===== config.mk =====
export PLATFORM = sky130hd
export DESIGN_NAME = srx_router
export DESIGN_NICKNAME = d
export VERILOG_FILES = /design/src/core/srx_pkg.sv /design/src/core/srx_router.sv
export SDC_FILE = /design/constraint.sdc
export NUM_CORES = 1
export LEC_CHECK = 0
export ABC_CLOCK_PERIOD_IN_PS = 2250
export BUFFER_PORTS_ARGS = -buffer_cell sky130_fd_sc_hd__buf_4
export CAP_MARGIN = 20
export CORE_ASPECT_RATIO = 1.1
export CORE_UTILIZATION = 49
export DETAILED_ROUTE_END_ITERATION = 10
export HOLD_SLACK_MARGIN = 0.08
export PLACE_DENSITY = 0.83
export SYNTH_ARGS = -nofsm -noshare
export SYNTH_HDL_FRONTEND = slang
export SYNTH_SLANG_ARGS = --single-unit

===== constraint.sdc =====
create_clock -name aclk -period 2.25 [get_ports aclk]
set_input_delay 0.1125 -clock aclk [delete_from_list [all_inputs] [get_ports aclk]]
set_output_delay 0.1125 -clock aclk [all_outputs]
set_load 0.01 [all_outputs]

===== src/core/srx_pkg.sv =====
// Purpose: constants and types for the synchronous exception router
// Assumes: one core clock, AXI4-Lite register access
// Notes: level and cause codes are shared with the pipeline
package srx_pkg;
   // ---------------------------------------------------------------
   // widths
   // ---------------------------------------------------------------
   localparam int ADDR_W = 8;
   localparam int DATA_W = 32;
   localparam int VA_W = 32;
   // ---------------------------------------------------------------
   // register offsets
   // ---------------------------------------------------------------
   localparam logic [7:0] OFS_CTRL = 8'h00;
   localparam logic [7:0] OFS_STATUS = 8'h04;
   localparam logic [7:0] OFS_RET = 8'h08;
   localparam logic [7:0] OFS_FAULT = 8'h0c;
   // ---------------------------------------------------------------
   // control field positions
   // ---------------------------------------------------------------
   localparam int B_ROUTE_USER_TO_HYP = 0;
   localparam int B_HYP_CALL_ENABLE = 1;
   localparam int B_USER_STACK_CHECK = 2;
   localparam int B_KSTACK_CHECK = 3;
   localparam int B_HSTACK_CHECK = 4;
   localparam int B_MSTACK_CHECK = 5;
   localparam int B_HYP_IMPL = 6;
   localparam int B_MON_IMPL = 7;
   localparam int B_SEC_HYP_EN = 8;
   localparam int CTRL_W = 9;
   localparam logic [CTRL_W-1:0] CTRL_RST = 9'h0c0;
   // ---------------------------------------------------------------
   // status field positions
   // ---------------------------------------------------------------
   localparam int S_LEVEL_LO = 0;
   localparam int S_CAUSE_LO = 4;
   localparam int S_COUNT_LO = 16;
   // ---------------------------------------------------------------
   // fixed implementation choices
   // ---------------------------------------------------------------
   localparam logic TRAP_COND_FAIL = 1'b0;
   localparam logic TRAP_UNPREDICTABLE = 1'b0;
   localparam logic [1:0] RESP_OKAY = 2'h0;
   localparam logic [1:0] RESP_SLVERR = 2'h2;
   // ---------------------------------------------------------------
   // types
   // ---------------------------------------------------------------
   typedef enum logic [1:0] {
      LVL_USER = 2'h0, LVL_KERNEL = 2'h1, LVL_HYP = 2'h2, LVL_MONITOR = 2'h3
   } srx_level_t;
   typedef enum logic [3:0] {
      C_NONE = 4'h0, C_PC_ALIGN = 4'h1, C_HIGHER = 4'h2, C_UNDEF = 4'h3,
      C_SVC = 4'h4, C_HVC = 4'h5, C_SMC = 4'h6, C_TRAP = 4'h7, C_SP_ALIGN = 4'h8
   } srx_cause_t;
   typedef enum logic [2:0] {
      I_NORMAL = 3'h0, I_UNDEF = 3'h1, I_SVC = 3'h2, I_HVC = 3'h3,
      I_SMC = 3'h4, I_PREFETCH = 3'h5, I_LDST = 3'h6
   } srx_iclass_t;
endpackage


===== src/core/srx_router.sv =====
// Purpose: decide synchronous exceptions, their target level, and interrupt taking
// Assumes: pipeline inputs share aclk; one instruction offered per valid cycle
// Notes: all outputs registered; registers on AXI4-Lite
//
// Added by the designer: the AXI4-Lite slave port and the register addresses.
`timescale 1ns/10ps
`default_nettype none
module srx_router
   import srx_pkg::*;
(
   input wire logic aclk,
   input wire logic aresetn,
   input wire logic instr_valid,
   input wire logic [2:0] instr_class,
   input wire logic [1:0] cur_level,
   input wire logic exec_64,
   input wire logic secure,
   input wire logic [srx_pkg::VA_W-1:0] pc,
   input wire logic [srx_pkg::VA_W-1:0] sp,
   input wire logic sp_base,
   input wire logic cond_fail,
   input wire logic unpredictable,
   input wire logic higher_fault,
   input wire logic trap_kernel,
   input wire logic trap_hyp,
   input wire logic trap_monitor,
   input wire logic irq_pending,
   input wire logic irq_unmasked,
   input wire logic multi_access,
   output logic exc_valid,
   output logic [1:0] exc_level,
   output logic [3:0] exc_cause,
   output logic [srx_pkg::VA_W-1:0] exc_ret_addr,
   output logic [srx_pkg::VA_W-1:0] exc_fault_addr,
   output logic instr_commit,
   output logic irq_take,
   input wire logic [srx_pkg::ADDR_W-1:0] s_axi_awaddr,
   input wire logic s_axi_awvalid,
   output logic s_axi_awready,
   input wire logic [srx_pkg::DATA_W-1:0] s_axi_wdata,
   input wire logic [3:0] s_axi_wstrb,
   input wire logic s_axi_wvalid,
   output logic s_axi_wready,
   output logic [1:0] s_axi_bresp,
   output logic s_axi_bvalid,
   input wire logic s_axi_bready,
   input wire logic [srx_pkg::ADDR_W-1:0] s_axi_araddr,
   input wire logic s_axi_arvalid,
   output logic s_axi_arready,
   output logic [srx_pkg::DATA_W-1:0] s_axi_rdata,
   output logic [1:0] s_axi_rresp,
   output logic s_axi_rvalid,
   input wire logic s_axi_rready
);
   import srx_pkg::*;

   // ---------------------------------------------------------------
   // control bits
   // ---------------------------------------------------------------
   logic [CTRL_W-1:0] ctrl_r;
   logic tge_eff;
   logic hyp_en_cur;
   logic stack_chk;
   logic [1:0] user_tgt;
   logic [11:0] exc_count_r;

   assign tge_eff = ctrl_r[B_ROUTE_USER_TO_HYP] & ctrl_r[B_HYP_IMPL];
   assign hyp_en_cur = ctrl_r[B_HYP_IMPL] & (~secure | ctrl_r[B_SEC_HYP_EN]);
   assign user_tgt = tge_eff ? LVL_HYP : LVL_KERNEL;

   always_comb begin
      unique case (cur_level)
         LVL_USER: stack_chk = ctrl_r[B_USER_STACK_CHECK];
         LVL_KERNEL: stack_chk = ctrl_r[B_KSTACK_CHECK];
         LVL_HYP: stack_chk = ctrl_r[B_HSTACK_CHECK];
         LVL_MONITOR: stack_chk = ctrl_r[B_MSTACK_CHECK];
      endcase
   end

   // ---------------------------------------------------------------
   // cause detection
   // ---------------------------------------------------------------
   logic pc_mis;
   logic sp_mis;
   logic hvc_undef;
   logic smc_undef;
   logic is_undef;
   logic trap_ok;
   logic trap_k_eff;
   logic trap_h_eff;
   logic trap_m_eff;

   assign pc_mis = pc[1:0] != 2'h0;
   assign sp_mis = sp_base && (instr_class == I_LDST) && stack_chk
                   && (sp[3:0] != 4'h0);
   assign hvc_undef = (cur_level == LVL_USER) || ~ctrl_r[B_HYP_CALL_ENABLE]
                      || ((cur_level == LVL_KERNEL) && ~hyp_en_cur);
   assign smc_undef = (cur_level == LVL_USER) || ~ctrl_r[B_MON_IMPL];
   assign is_undef = (instr_class == I_UNDEF)
                     || ((instr_class == I_HVC) && hvc_undef)
                     || ((instr_class == I_SMC) && smc_undef);
   assign trap_ok = (exec_64 || ~cond_fail || TRAP_COND_FAIL)
                    && (~unpredictable || TRAP_UNPREDICTABLE);
   assign trap_k_eff = trap_kernel;
   assign trap_h_eff = trap_hyp && hyp_en_cur;
   assign trap_m_eff = trap_monitor && ctrl_r[B_MON_IMPL];

   // ---------------------------------------------------------------
   // priority select
   // ---------------------------------------------------------------
   logic [3:0] cause_nxt;
   logic [1:0] level_nxt;
   logic [1:0] cur_tgt;

   assign cur_tgt = (cur_level == LVL_USER) ? user_tgt : cur_level;

   always_comb begin
      cause_nxt = C_NONE;
      level_nxt = cur_tgt;
      if (pc_mis) begin
         cause_nxt = C_PC_ALIGN;
      end else if (higher_fault) begin
         cause_nxt = C_HIGHER;
      end else if (is_undef) begin
         cause_nxt = C_UNDEF;
      end else if (instr_class == I_SVC) begin
         cause_nxt = C_SVC;
      end else if (instr_class == I_HVC) begin
         cause_nxt = C_HVC;
         level_nxt = (cur_level == LVL_MONITOR) ? LVL_MONITOR : LVL_HYP;
      end else if (instr_class == I_SMC) begin
         cause_nxt = C_SMC;
         level_nxt = LVL_MONITOR;
      end else if (trap_ok && trap_m_eff) begin
         cause_nxt = C_TRAP;
         level_nxt = LVL_MONITOR;
      end else if (trap_ok && trap_h_eff && (cur_level != LVL_MONITOR)) begin
         cause_nxt = C_TRAP;
         level_nxt = LVL_HYP;
      end else if (trap_ok && trap_k_eff && cur_level[1] == 1'b0) begin
         cause_nxt = C_TRAP;
      end else if (sp_mis) begin
         cause_nxt = C_SP_ALIGN;
      end
   end

   // ---------------------------------------------------------------
   // exception strobe and commit
   // ---------------------------------------------------------------
   always_ff @(posedge aclk) begin
      if (!aresetn) begin
         exc_valid <= 1'b0;
         exc_level <= LVL_USER;
         exc_cause <= C_NONE;
         exc_ret_addr <= '0;
         exc_fault_addr <= '0;
         instr_commit <= 1'b0;
      end else begin
         exc_valid <= instr_valid && (cause_nxt != C_NONE);
         instr_commit <= instr_valid && (cause_nxt == C_NONE);
         if (instr_valid && (cause_nxt != C_NONE)) begin
            exc_level <= level_nxt;
            exc_cause <= cause_nxt;
            exc_ret_addr <= pc;
            exc_fault_addr <= (cause_nxt == C_PC_ALIGN) ? pc : sp;
         end
      end
   end

   always_ff @(posedge aclk) begin
      if (!aresetn) begin
         exc_count_r <= '0;
      end else if (instr_valid && (cause_nxt != C_NONE)) begin
         exc_count_r <= exc_count_r + 12'h001;
      end
   end

   // ---------------------------------------------------------------
   // interrupt taking
   // ---------------------------------------------------------------
   always_ff @(posedge aclk) begin
      if (!aresetn) begin
         irq_take <= 1'b0;
      end else begin
         irq_take <= irq_pending && irq_unmasked
                     && (exec_64 || ~multi_access);
      end
   end

   // ---------------------------------------------------------------
   // axi4-lite write
   // ---------------------------------------------------------------
   logic aw_have_r;
   logic w_have_r;
   logic [ADDR_W-1:0] aw_addr_r;
   logic [DATA_W-1:0] w_data_r;
   logic [3:0] w_strb_r;
   logic wr_go;

   assign wr_go = aw_have_r && w_have_r && !s_axi_bvalid;

   always_ff @(posedge aclk) begin
      if (!aresetn) begin
         aw_have_r <= 1'b0;
         aw_addr_r <= '0;
         s_axi_awready <= 1'b1;
      end else if (s_axi_awvalid && s_axi_awready) begin
         aw_have_r <= 1'b1;
         aw_addr_r <= s_axi_awaddr;
         s_axi_awready <= 1'b0;
      end else if (wr_go) begin
         aw_have_r <= 1'b0;
      end else if (!aw_have_r && !s_axi_bvalid) begin
         s_axi_awready <= 1'b1;
      end
   end

   always_ff @(posedge aclk) begin
      if (!aresetn) begin
         w_have_r <= 1'b0;
         w_data_r <= '0;
         w_strb_r <= '0;
         s_axi_wready <= 1'b1;
      end else if (s_axi_wvalid && s_axi_wready) begin
         w_have_r <= 1'b1;
         w_data_r <= s_axi_wdata;
         w_strb_r <= s_axi_wstrb;
         s_axi_wready <= 1'b0;
      end else if (wr_go) begin
         w_have_r <= 1'b0;
      end else if (!w_have_r && !s_axi_bvalid) begin
         s_axi_wready <= 1'b1;
      end
   end

   always_ff @(posedge aclk) begin
      if (!aresetn) begin
         s_axi_bvalid <= 1'b0;
         s_axi_bresp <= RESP_OKAY;
      end else if (wr_go) begin
         s_axi_bvalid <= 1'b1;
         s_axi_bresp <= (aw_addr_r[7:2] == OFS_CTRL[7:2]) ? RESP_OKAY : RESP_SLVERR;
      end else if (s_axi_bready) begin
         s_axi_bvalid <= 1'b0;
      end
   end

   always_ff @(posedge aclk) begin
      if (!aresetn) begin
         ctrl_r <= CTRL_RST;
      end else if (wr_go && (aw_addr_r[7:2] == OFS_CTRL[7:2])) begin
         if (w_strb_r[0]) begin
            ctrl_r[7:0] <= w_data_r[7:0];
         end
         if (w_strb_r[1]) begin
            ctrl_r[8] <= w_data_r[8];
         end
      end
   end

   // ---------------------------------------------------------------
   // axi4-lite read
   // ---------------------------------------------------------------
   logic [DATA_W-1:0] rd_mux;
   logic rd_hit;

   always_comb begin
      rd_mux = '0;
      rd_hit = 1'b1;
      unique case (s_axi_araddr[7:2])
         OFS_CTRL[7:2]: rd_mux[CTRL_W-1:0] = ctrl_r;
         OFS_STATUS[7:2]: begin
            rd_mux[S_LEVEL_LO +: 2] = exc_level;
            rd_mux[S_CAUSE_LO +: 4] = exc_cause;
            rd_mux[S_COUNT_LO +: 12] = exc_count_r;
         end
         OFS_RET[7:2]: rd_mux = exc_ret_addr;
         OFS_FAULT[7:2]: rd_mux = exc_fault_addr;
         default: rd_hit = 1'b0;
      endcase
   end

   always_ff @(posedge aclk) begin
      if (!aresetn) begin
         s_axi_arready <= 1'b1;
         s_axi_rvalid <= 1'b0;
         s_axi_rdata <= '0;
         s_axi_rresp <= RESP_OKAY;
      end else if (s_axi_arvalid && s_axi_arready) begin
         s_axi_arready <= 1'b0;
         s_axi_rvalid <= 1'b1;
         s_axi_rdata <= rd_mux;
         s_axi_rresp <= rd_hit ? RESP_OKAY : RESP_SLVERR;
      end else if (s_axi_rvalid && s_axi_rready) begin
         s_axi_rvalid <= 1'b0;
         s_axi_arready <= 1'b1;
      end
   end
endmodule // srx_router
`default_nettype wire


; ---- Word level (Yosys, flattened, before mapping)
; Cells that the tools add are included.
[totals]
register_bits = 156
inputBits = 141
out_inout_bits = 114
word_cells = 153
[op_classes]
n_addsub = 1
eq_ne = 15
n_mux = 48
bitwise = 11
reduce_logical = 55
[ops]
columns = op, n
row1 = 2-to-1 mux 4 bit, 10
row2 = case mux 12 bit (3 select lines), 1
row3 = 2-to-1 mux 32 bit, 1
row4 = logical AND 1 bit, 27
row5 = 2-to-1 mux 2 bit, 12
row6 = 2-to-1 mux 1 bit, 17
row7 = case mux 4 bit (4 select lines), 1
row8 = case mux 7 bit (2 select lines), 1
row9 = nonzero test 2 bit, 7
row10 = adder 12 x 1 -> 12 bit (second input constant), 1
row11 = equality test 6 x 2 -> 1 bit (second input constant), 2
row12 = zero test 6 bit, 2
row13 = NOT 1 bit, 8
row14 = case mux 2 bit (4 select lines), 1
row15 = case mux 4 bit (2 select lines), 1
row16 = AND reduction 2 bit, 4
row17 = nonzero test 4 bit, 2
row18 = logical OR 1 bit, 7
row19 = equality test 3 x 2 -> 1 bit (second input constant), 2
row20 = equality test 3 bit (second input constant), 2
row21 = equality test 6 x 1 -> 1 bit (second input constant), 1
row22 = case mux 2 bit (3 select lines), 1
row23 = equality test 2 bit (second input constant), 2
row24 = equality test 4 x 1 -> 1 bit (second input constant), 1
row25 = other kinds (12), 16

; ---- Depth between registers and ports, before layout
[depth]
depth_word = 16
depth_mapped = 9
depth_no_buf = 6

; ---- Least setup slack after synthesis
; Ideal clock, no wire load.
[synth_timing]
path_kind = flip-flop to flip-flop
from = register ctrl_r[8]
to = register exc_count_r[0]
setup_ns = 0.128
arrival_time_ns = 1.835
setup_slack_ns = 0.288
path_stages_with_launch = 10
path_cell_list = dfxtp_1 > nand2b_1 > a311o_1 > a211o_1 > buf_6 > o21ai_4 > buf_6 > buf_6 > xor2_1 > nor2_1
[synth_between]
elab_chain_cells = 15
word_cells_on_any_way = 21
[synth_rtl]
columns = item, line_no
row1 = start: declaration, srx_router.sv:60  ; logic [CTRL_W-1:0] ctrl_r;
row2 = start signal: assignment, srx_router.sv:256  ; ctrl_r[8] <= w_data_r[8];
row3 = bitwise OR 1 bit *, srx_router.sv:68  ; assign hyp_en_cur = ctrl_r[B_HYP_IMPL] & (~secure | ctrl_r[B_SEC_HYP_EN]);
row4 = AND 1 bit *, srx_router.sv:68
row5 = logical AND 1 bit, srx_router.sv:105  ; assign trap_h_eff = trap_hyp && hyp_en_cur;
row6 = logical AND 1 bit (2 in a row), srx_router.sv:137  ; end else if (trap_ok && trap_h_eff && (cur_level != LVL_MONITOR)) begin
row7 = 2-to-1 mux 4 bit, srx_router.sv:137
row8 = 2-to-1 mux 4 bit, srx_router.sv:134  ; end else if (trap_ok && trap_m_eff) begin
row9 = 2-to-1 mux 4 bit, srx_router.sv:131  ; end else if (instr_class == I_SMC) begin
row10 = 2-to-1 mux 4 bit, srx_router.sv:128  ; end else if (instr_class == I_HVC) begin
row11 = 2-to-1 mux 4 bit, srx_router.sv:126  ; end else if (instr_class == I_SVC) begin
row12 = 2-to-1 mux 4 bit *, srx_router.sv:124  ; end else if (is_undef) begin
row13 = 2-to-1 mux 4 bit *, srx_router.sv:122  ; end else if (higher_fault) begin
row14 = 2-to-1 mux 4 bit *, srx_router.sv:120  ; if (pc_mis) begin
row15 = nonzero test 4 bit *, srx_router.sv:173  ; end else if (instr_valid && (cause_nxt != C_NONE)) begin
row16 = logical AND 1 bit *, srx_router.sv:173
row17 = end signal: assignment, srx_router.sv:174  ; exc_count_r <= exc_count_r + 12'h001;
row18 = end: declaration, srx_router.sv:65  ; logic [11:0] exc_count_r;
; Every way passes the cells marked *; elsewhere a longest branch is shown, timed or not.
; A chain may end at the register's enable or synchronous reset.

; ---- Worst setup path after layout
[layout_timing]
from = input port sp[2] (netlist bit)
to = register exc_ret_addr[24] (netlist bit)
[layout_between]
elab_chain_cells = 14
[layout_rtl]
columns = item, line_no
row1 = start: declaration, srx_router.sv:19  ; input wire logic [srx_pkg::VA_W-1:0] sp,
row2 = nonzero test 4 bit, srx_router.sv:95  ; && (sp[3:0] != 4'h0);
row3 = logical AND 1 bit, srx_router.sv:95
row4 = 2-to-1 mux 4 bit, srx_router.sv:142  ; end else if (sp_mis) begin
row5 = 2-to-1 mux 4 bit, srx_router.sv:140  ; end else if (trap_ok && trap_k_eff && cur_level[1] == 1'b0) begin
row6 = 2-to-1 mux 4 bit, srx_router.sv:137
row7 = 2-to-1 mux 4 bit, srx_router.sv:134
row8 = 2-to-1 mux 4 bit, srx_router.sv:131
row9 = 2-to-1 mux 4 bit, srx_router.sv:128
row10 = 2-to-1 mux 4 bit, srx_router.sv:126
row11 = 2-to-1 mux 4 bit, srx_router.sv:124
row12 = 2-to-1 mux 4 bit, srx_router.sv:122
row13 = 2-to-1 mux 4 bit, srx_router.sv:120
row14 = nonzero test 4 bit, srx_router.sv:161  ; if (instr_valid && (cause_nxt != C_NONE)) begin
row15 = logical AND 1 bit, srx_router.sv:161
row16 = end signal: assignment, srx_router.sv:164  ; exc_ret_addr <= pc;
row17 = end: declaration, srx_router.sv:33  ; output logic [srx_pkg::VA_W-1:0] exc_ret_addr,
; No other way between the ends.

==> metrics.txt <==
Layout Nets 1211; Via density 5.78; initial antenna violation count 0; routed wire length 23800 um; P_int 5300 uW; highest layer used for signal routing met4; min-delay src sp[1]; mean routed wirelength per cell 18.8 um; cells after synthesis 778; Top cell by count, worst path buf_12; most frequent cells in the layout buf_4, dfxtp_1, nand2_1; Worst Path Required 2.59 ns; Clock Pin Slew Worst Setup and Hold Paths 0.06 ns; clk_lat worst skew 0.42 ns; met3 wire length 1540 um; placed instance count 1139; drt first pass iters 6; Peak VDD IR 514 uV; Synth Area in Adders 0.185%; commonest non-fill, non-tap cell in the layout buf_4; min-delay worst type in -> reg; final setup fails 0; Worst setup EP type register; fraction of layout instances using a drive strength above 1 27.5%; Clock Path Buffers 2; Worst Clk Skew 0.0115 ns; number of synthesized flops with an enable pin 0; XOR/XNOR Fraction of Synth Area 0.519%; RR Startpoint ctrl_r[8]$_SDFFE_PN0P_; Reg2Reg Depth 8; Net Sw Power 1730 uW; sinks on the clock net 152; Clk pwr share 43.3%; hold endpoint exc_fault_addr[1]$_SDFFE_PN0P_; CP Depth 10; Post-Synthesis Cell Area 6760 sq um; vias in the first global route 7044; Crit path max-delay family buffers and inverters; post-synthesis sequential area ratio 45.0%; Max Cap Viol 0; Fin. Hold Viols 0; FF-to-FF setup slack 0.12 ns; Starting Density 50.7%; fillers 931; worst path bufs/invs 4; Crit Path Class in -> reg; GRT Overall Usage 33.2%; wire length on met1 9230 um; port bufs 223; max incr delay on CP 0.55 ns; Synth Area in Compound Gates 17.1%; hold depth 4; num ports 255; Worst setup SP type input port; CTS buffer count 17; Cell variety after synth 50; Clock Tree Root clkbuf_16; Max Slew Vio Count 0; Yosys reg bits 152; CP max-delay cell dlygate4sd3_1; run status completed; Crit Path Max Fanout 27; P_leak 0.00432 uW; Total Die Area 14300 sq um; Layout area overhead 50.4%; Max Freq 0.462 GHz; worst path cell trace dlygate4sd3_1, buf_4, or4_4, nand4_1, o2111ai_2, o21ai_4, buf_12, buf_12, nand3_1, o21ai_1; DIE HEIGHT 125 um; Detailed Place HPWL 13500 um; routed via count 7318; setup TNS 0 ns; RSZ-0062 raised after global routing false; pwr/cell area 691 nW/um^2; CORE AREA 13300 sq um; DRC 0; Worst EP arrival 2.50 ns; Syn Area/Cell 8.68 sq um; GRT overflow 0; Ys Warns 0; CTS tree built; Iteration-0 DRC Markers 665; die width 114 um; antenna diode count 0; Tcrit/Tclk final 96.2%; Tmin final 2.16 ns; largest net degree at the start of global routing 120; normalized max-slew margin 56.1%; worst r2r dst exc_ret_addr[24]$_SDFFE_PN0P_; largest family of logic cells by synthesized area simple AND/OR/NAND/NOR gates; part of the power in registers 41.6%; GP Congestion 0.824; post-synthesis simple-gate area fraction 20.0%; sw frac 24.6%; Rows 44; Post-Layout Cell Count 1266; met2 wire length 11700 um; H-Tree Level Count 4; Combinational Power Share 15.1%; multiplexer share of the synthesized area 12.2%; Post-synth top flop dfxtp_1; ANT nets after route 0; first-pass GRT wire length 36700 um; worst slew pin tran 0.658 ns; Synth async-reset ratio 0%
==> per-layer routing <==
| metal | global-route usage, % | vias to the layer above |
|---|---|---|
| li1 | - | 3365 |
| met1 | 38.7 | 3442 |
| met2 | 54.7 | 403 |
| met3 | 7.56 | 108 |
| met4 | 21.5 | 0 |
| met5 | 0 | - |
==> cells by family after synthesis <==
kind of cell | Yosys count
and+or+nand+nor | 295
AOI/OAI and AO/OA | 184
DFF | 152
muxes | 72
buffers and inverters | 69
xor gates and xnor gates | 4
adders and majority gates | 1
other | 1
==> cells in the mapped netlist (all sizes together) (2+ instances only) <==
cell / instances / share of area, %
a21boi: 2 / 0.22
a21oi: 57 / 4.2
a22o: 12 / 1.6
a22oi: 9 / 1.0
a311o: 2 / 0.30
and2: 4 / 0.37
and3: 7 / 0.65
buf: 19 / 2.2
clkbuf: 45 / 2.5
dfxtp: 152 / 45
inv: 5 / 0.28
mux2: 12 / 2.0
mux2i: 53 / 7.9
mux4: 7 / 2.3
nand2: 109 / 6.1
nand2b: 10 / 0.93
nand3: 85 / 6.3
nand4: 2 / 0.19
nor2: 51 / 2.8
nor2b: 6 / 0.56
nor3: 5 / 0.37
nor4: 3 / 0.28
o2111ai: 2 / 0.35
o211ai: 4 / 0.44
o21ai: 54 / 4.2
o31ai: 34 / 3.8
or3: 2 / 0.19
or4: 7 / 0.78
xor2: 4 / 0.52
==> worst reg2reg max path, stage by stage, from the launching register on <==
cell,delay (ns)
dfxtp_1,0.35
nand2b_1,0.19
a311o_1,0.34
a211o_1,0.35
o21ai_4,0.20
buf_12,0.18
buf_12,0.18
nand3_1,0.13
o21ai_1,0.13
==> cell type report <==
cell class / instances / area (sq um) / share of cell area [%]
timing repair buffer: 335 / 2840 / 27.9
clock buffer: 24 / 482 / 4.74
tap: 184 / 230 / 2.27
inverter: 5 / 20.0 / 0.197
clock inverter: 8 / 143 / 1.40
sequential: 152 / 3040 / 30.0
multi-input combinational: 558 / 3400 / 33.5
==> stage by stage <==
step	worst slack [ns]	total power (uW)	util, %	area [sq um]	hold WS [ns]
final	0.0865	7020	76.2	10200	0.114
after detailed placement	0.137	3850	64.2	8550	0.299
after floorplan	0.288	3410	-	6760	0.204
after CTS	0.0555	6970	75.8	10100	0.0956
after global routing	0.0314	7230	76.2	10200	0.151
after global placement	0.181	3830	64.2	8550	0.293
==> sequential cells by signal (all words and copies together) (netlist names) <==
| name | flops |
|---|---|
| aw_addr_r | 6 |
| aw_have_r | 1 |
| ctrl_r | 9 |
| exc_cause | 4 |
| exc_count_r | 12 |
| exc_fault_addr | 32 |
| exc_level | 2 |
| exc_ret_addr | 32 |
| exc_valid | 1 |
| instr_commit | 1 |
| irq_take | 1 |
| s_axi_arready | 1 |
| s_axi_awready | 1 |
| s_axi_bresp | 1 |
| s_axi_bvalid | 1 |
| s_axi_rdata | 32 |
| s_axi_rresp | 1 |
| s_axi_rvalid | 1 |
| s_axi_wready | 1 |
| w_data_r | 9 |
| w_have_r | 1 |
| w_strb_r | 2 |
==> power by group through the flow <==
stage	logic [uW]	registers [uW]	clock network [uW]
after floorplan	420	2990	0
after global placement	865	2960	0
after detailed placement	878	2970	0
after global routing	1130	2930	3170
final	1060	2920	3040
after CTS	1010	2910	3040
==> worst max path at each step <==
stage | startpoint | to | slack (ns)
after floorplan | ctrl_r[8]$_SDFFE_PN0P_ | exc_count_r[0]$_SDFFE_PN0P_ | 0.29
after global placement | ctrl_r[8]$_SDFFE_PN0P_ | exc_fault_addr[13]$_SDFFE_PN0P_ | 0.18
after detailed placement | ctrl_r[8]$_SDFFE_PN0P_ | exc_fault_addr[12]$_SDFFE_PN0P_ | 0.14
after CTS | pc[0] | exc_cause[1]$_SDFFE_PN0P_ | 0.06
after global routing | ctrl_r[8]$_SDFFE_PN0P_ | exc_ret_addr[24]$_SDFFE_PN0P_ | 0.03
final | sp[2] | exc_ret_addr[24]$_SDFFE_PN0P_ | 0.09
==> what timing repair did <==
action                     in CTS  in global routing
gates resized for setup         0                  5
hold buffers                   93                  0
setup buffers                   0                  1
setup endpoints to repair       0                 27
hold endpoints to repair       88                  0
Note: power is estimated with default switching activity, not from simulation.
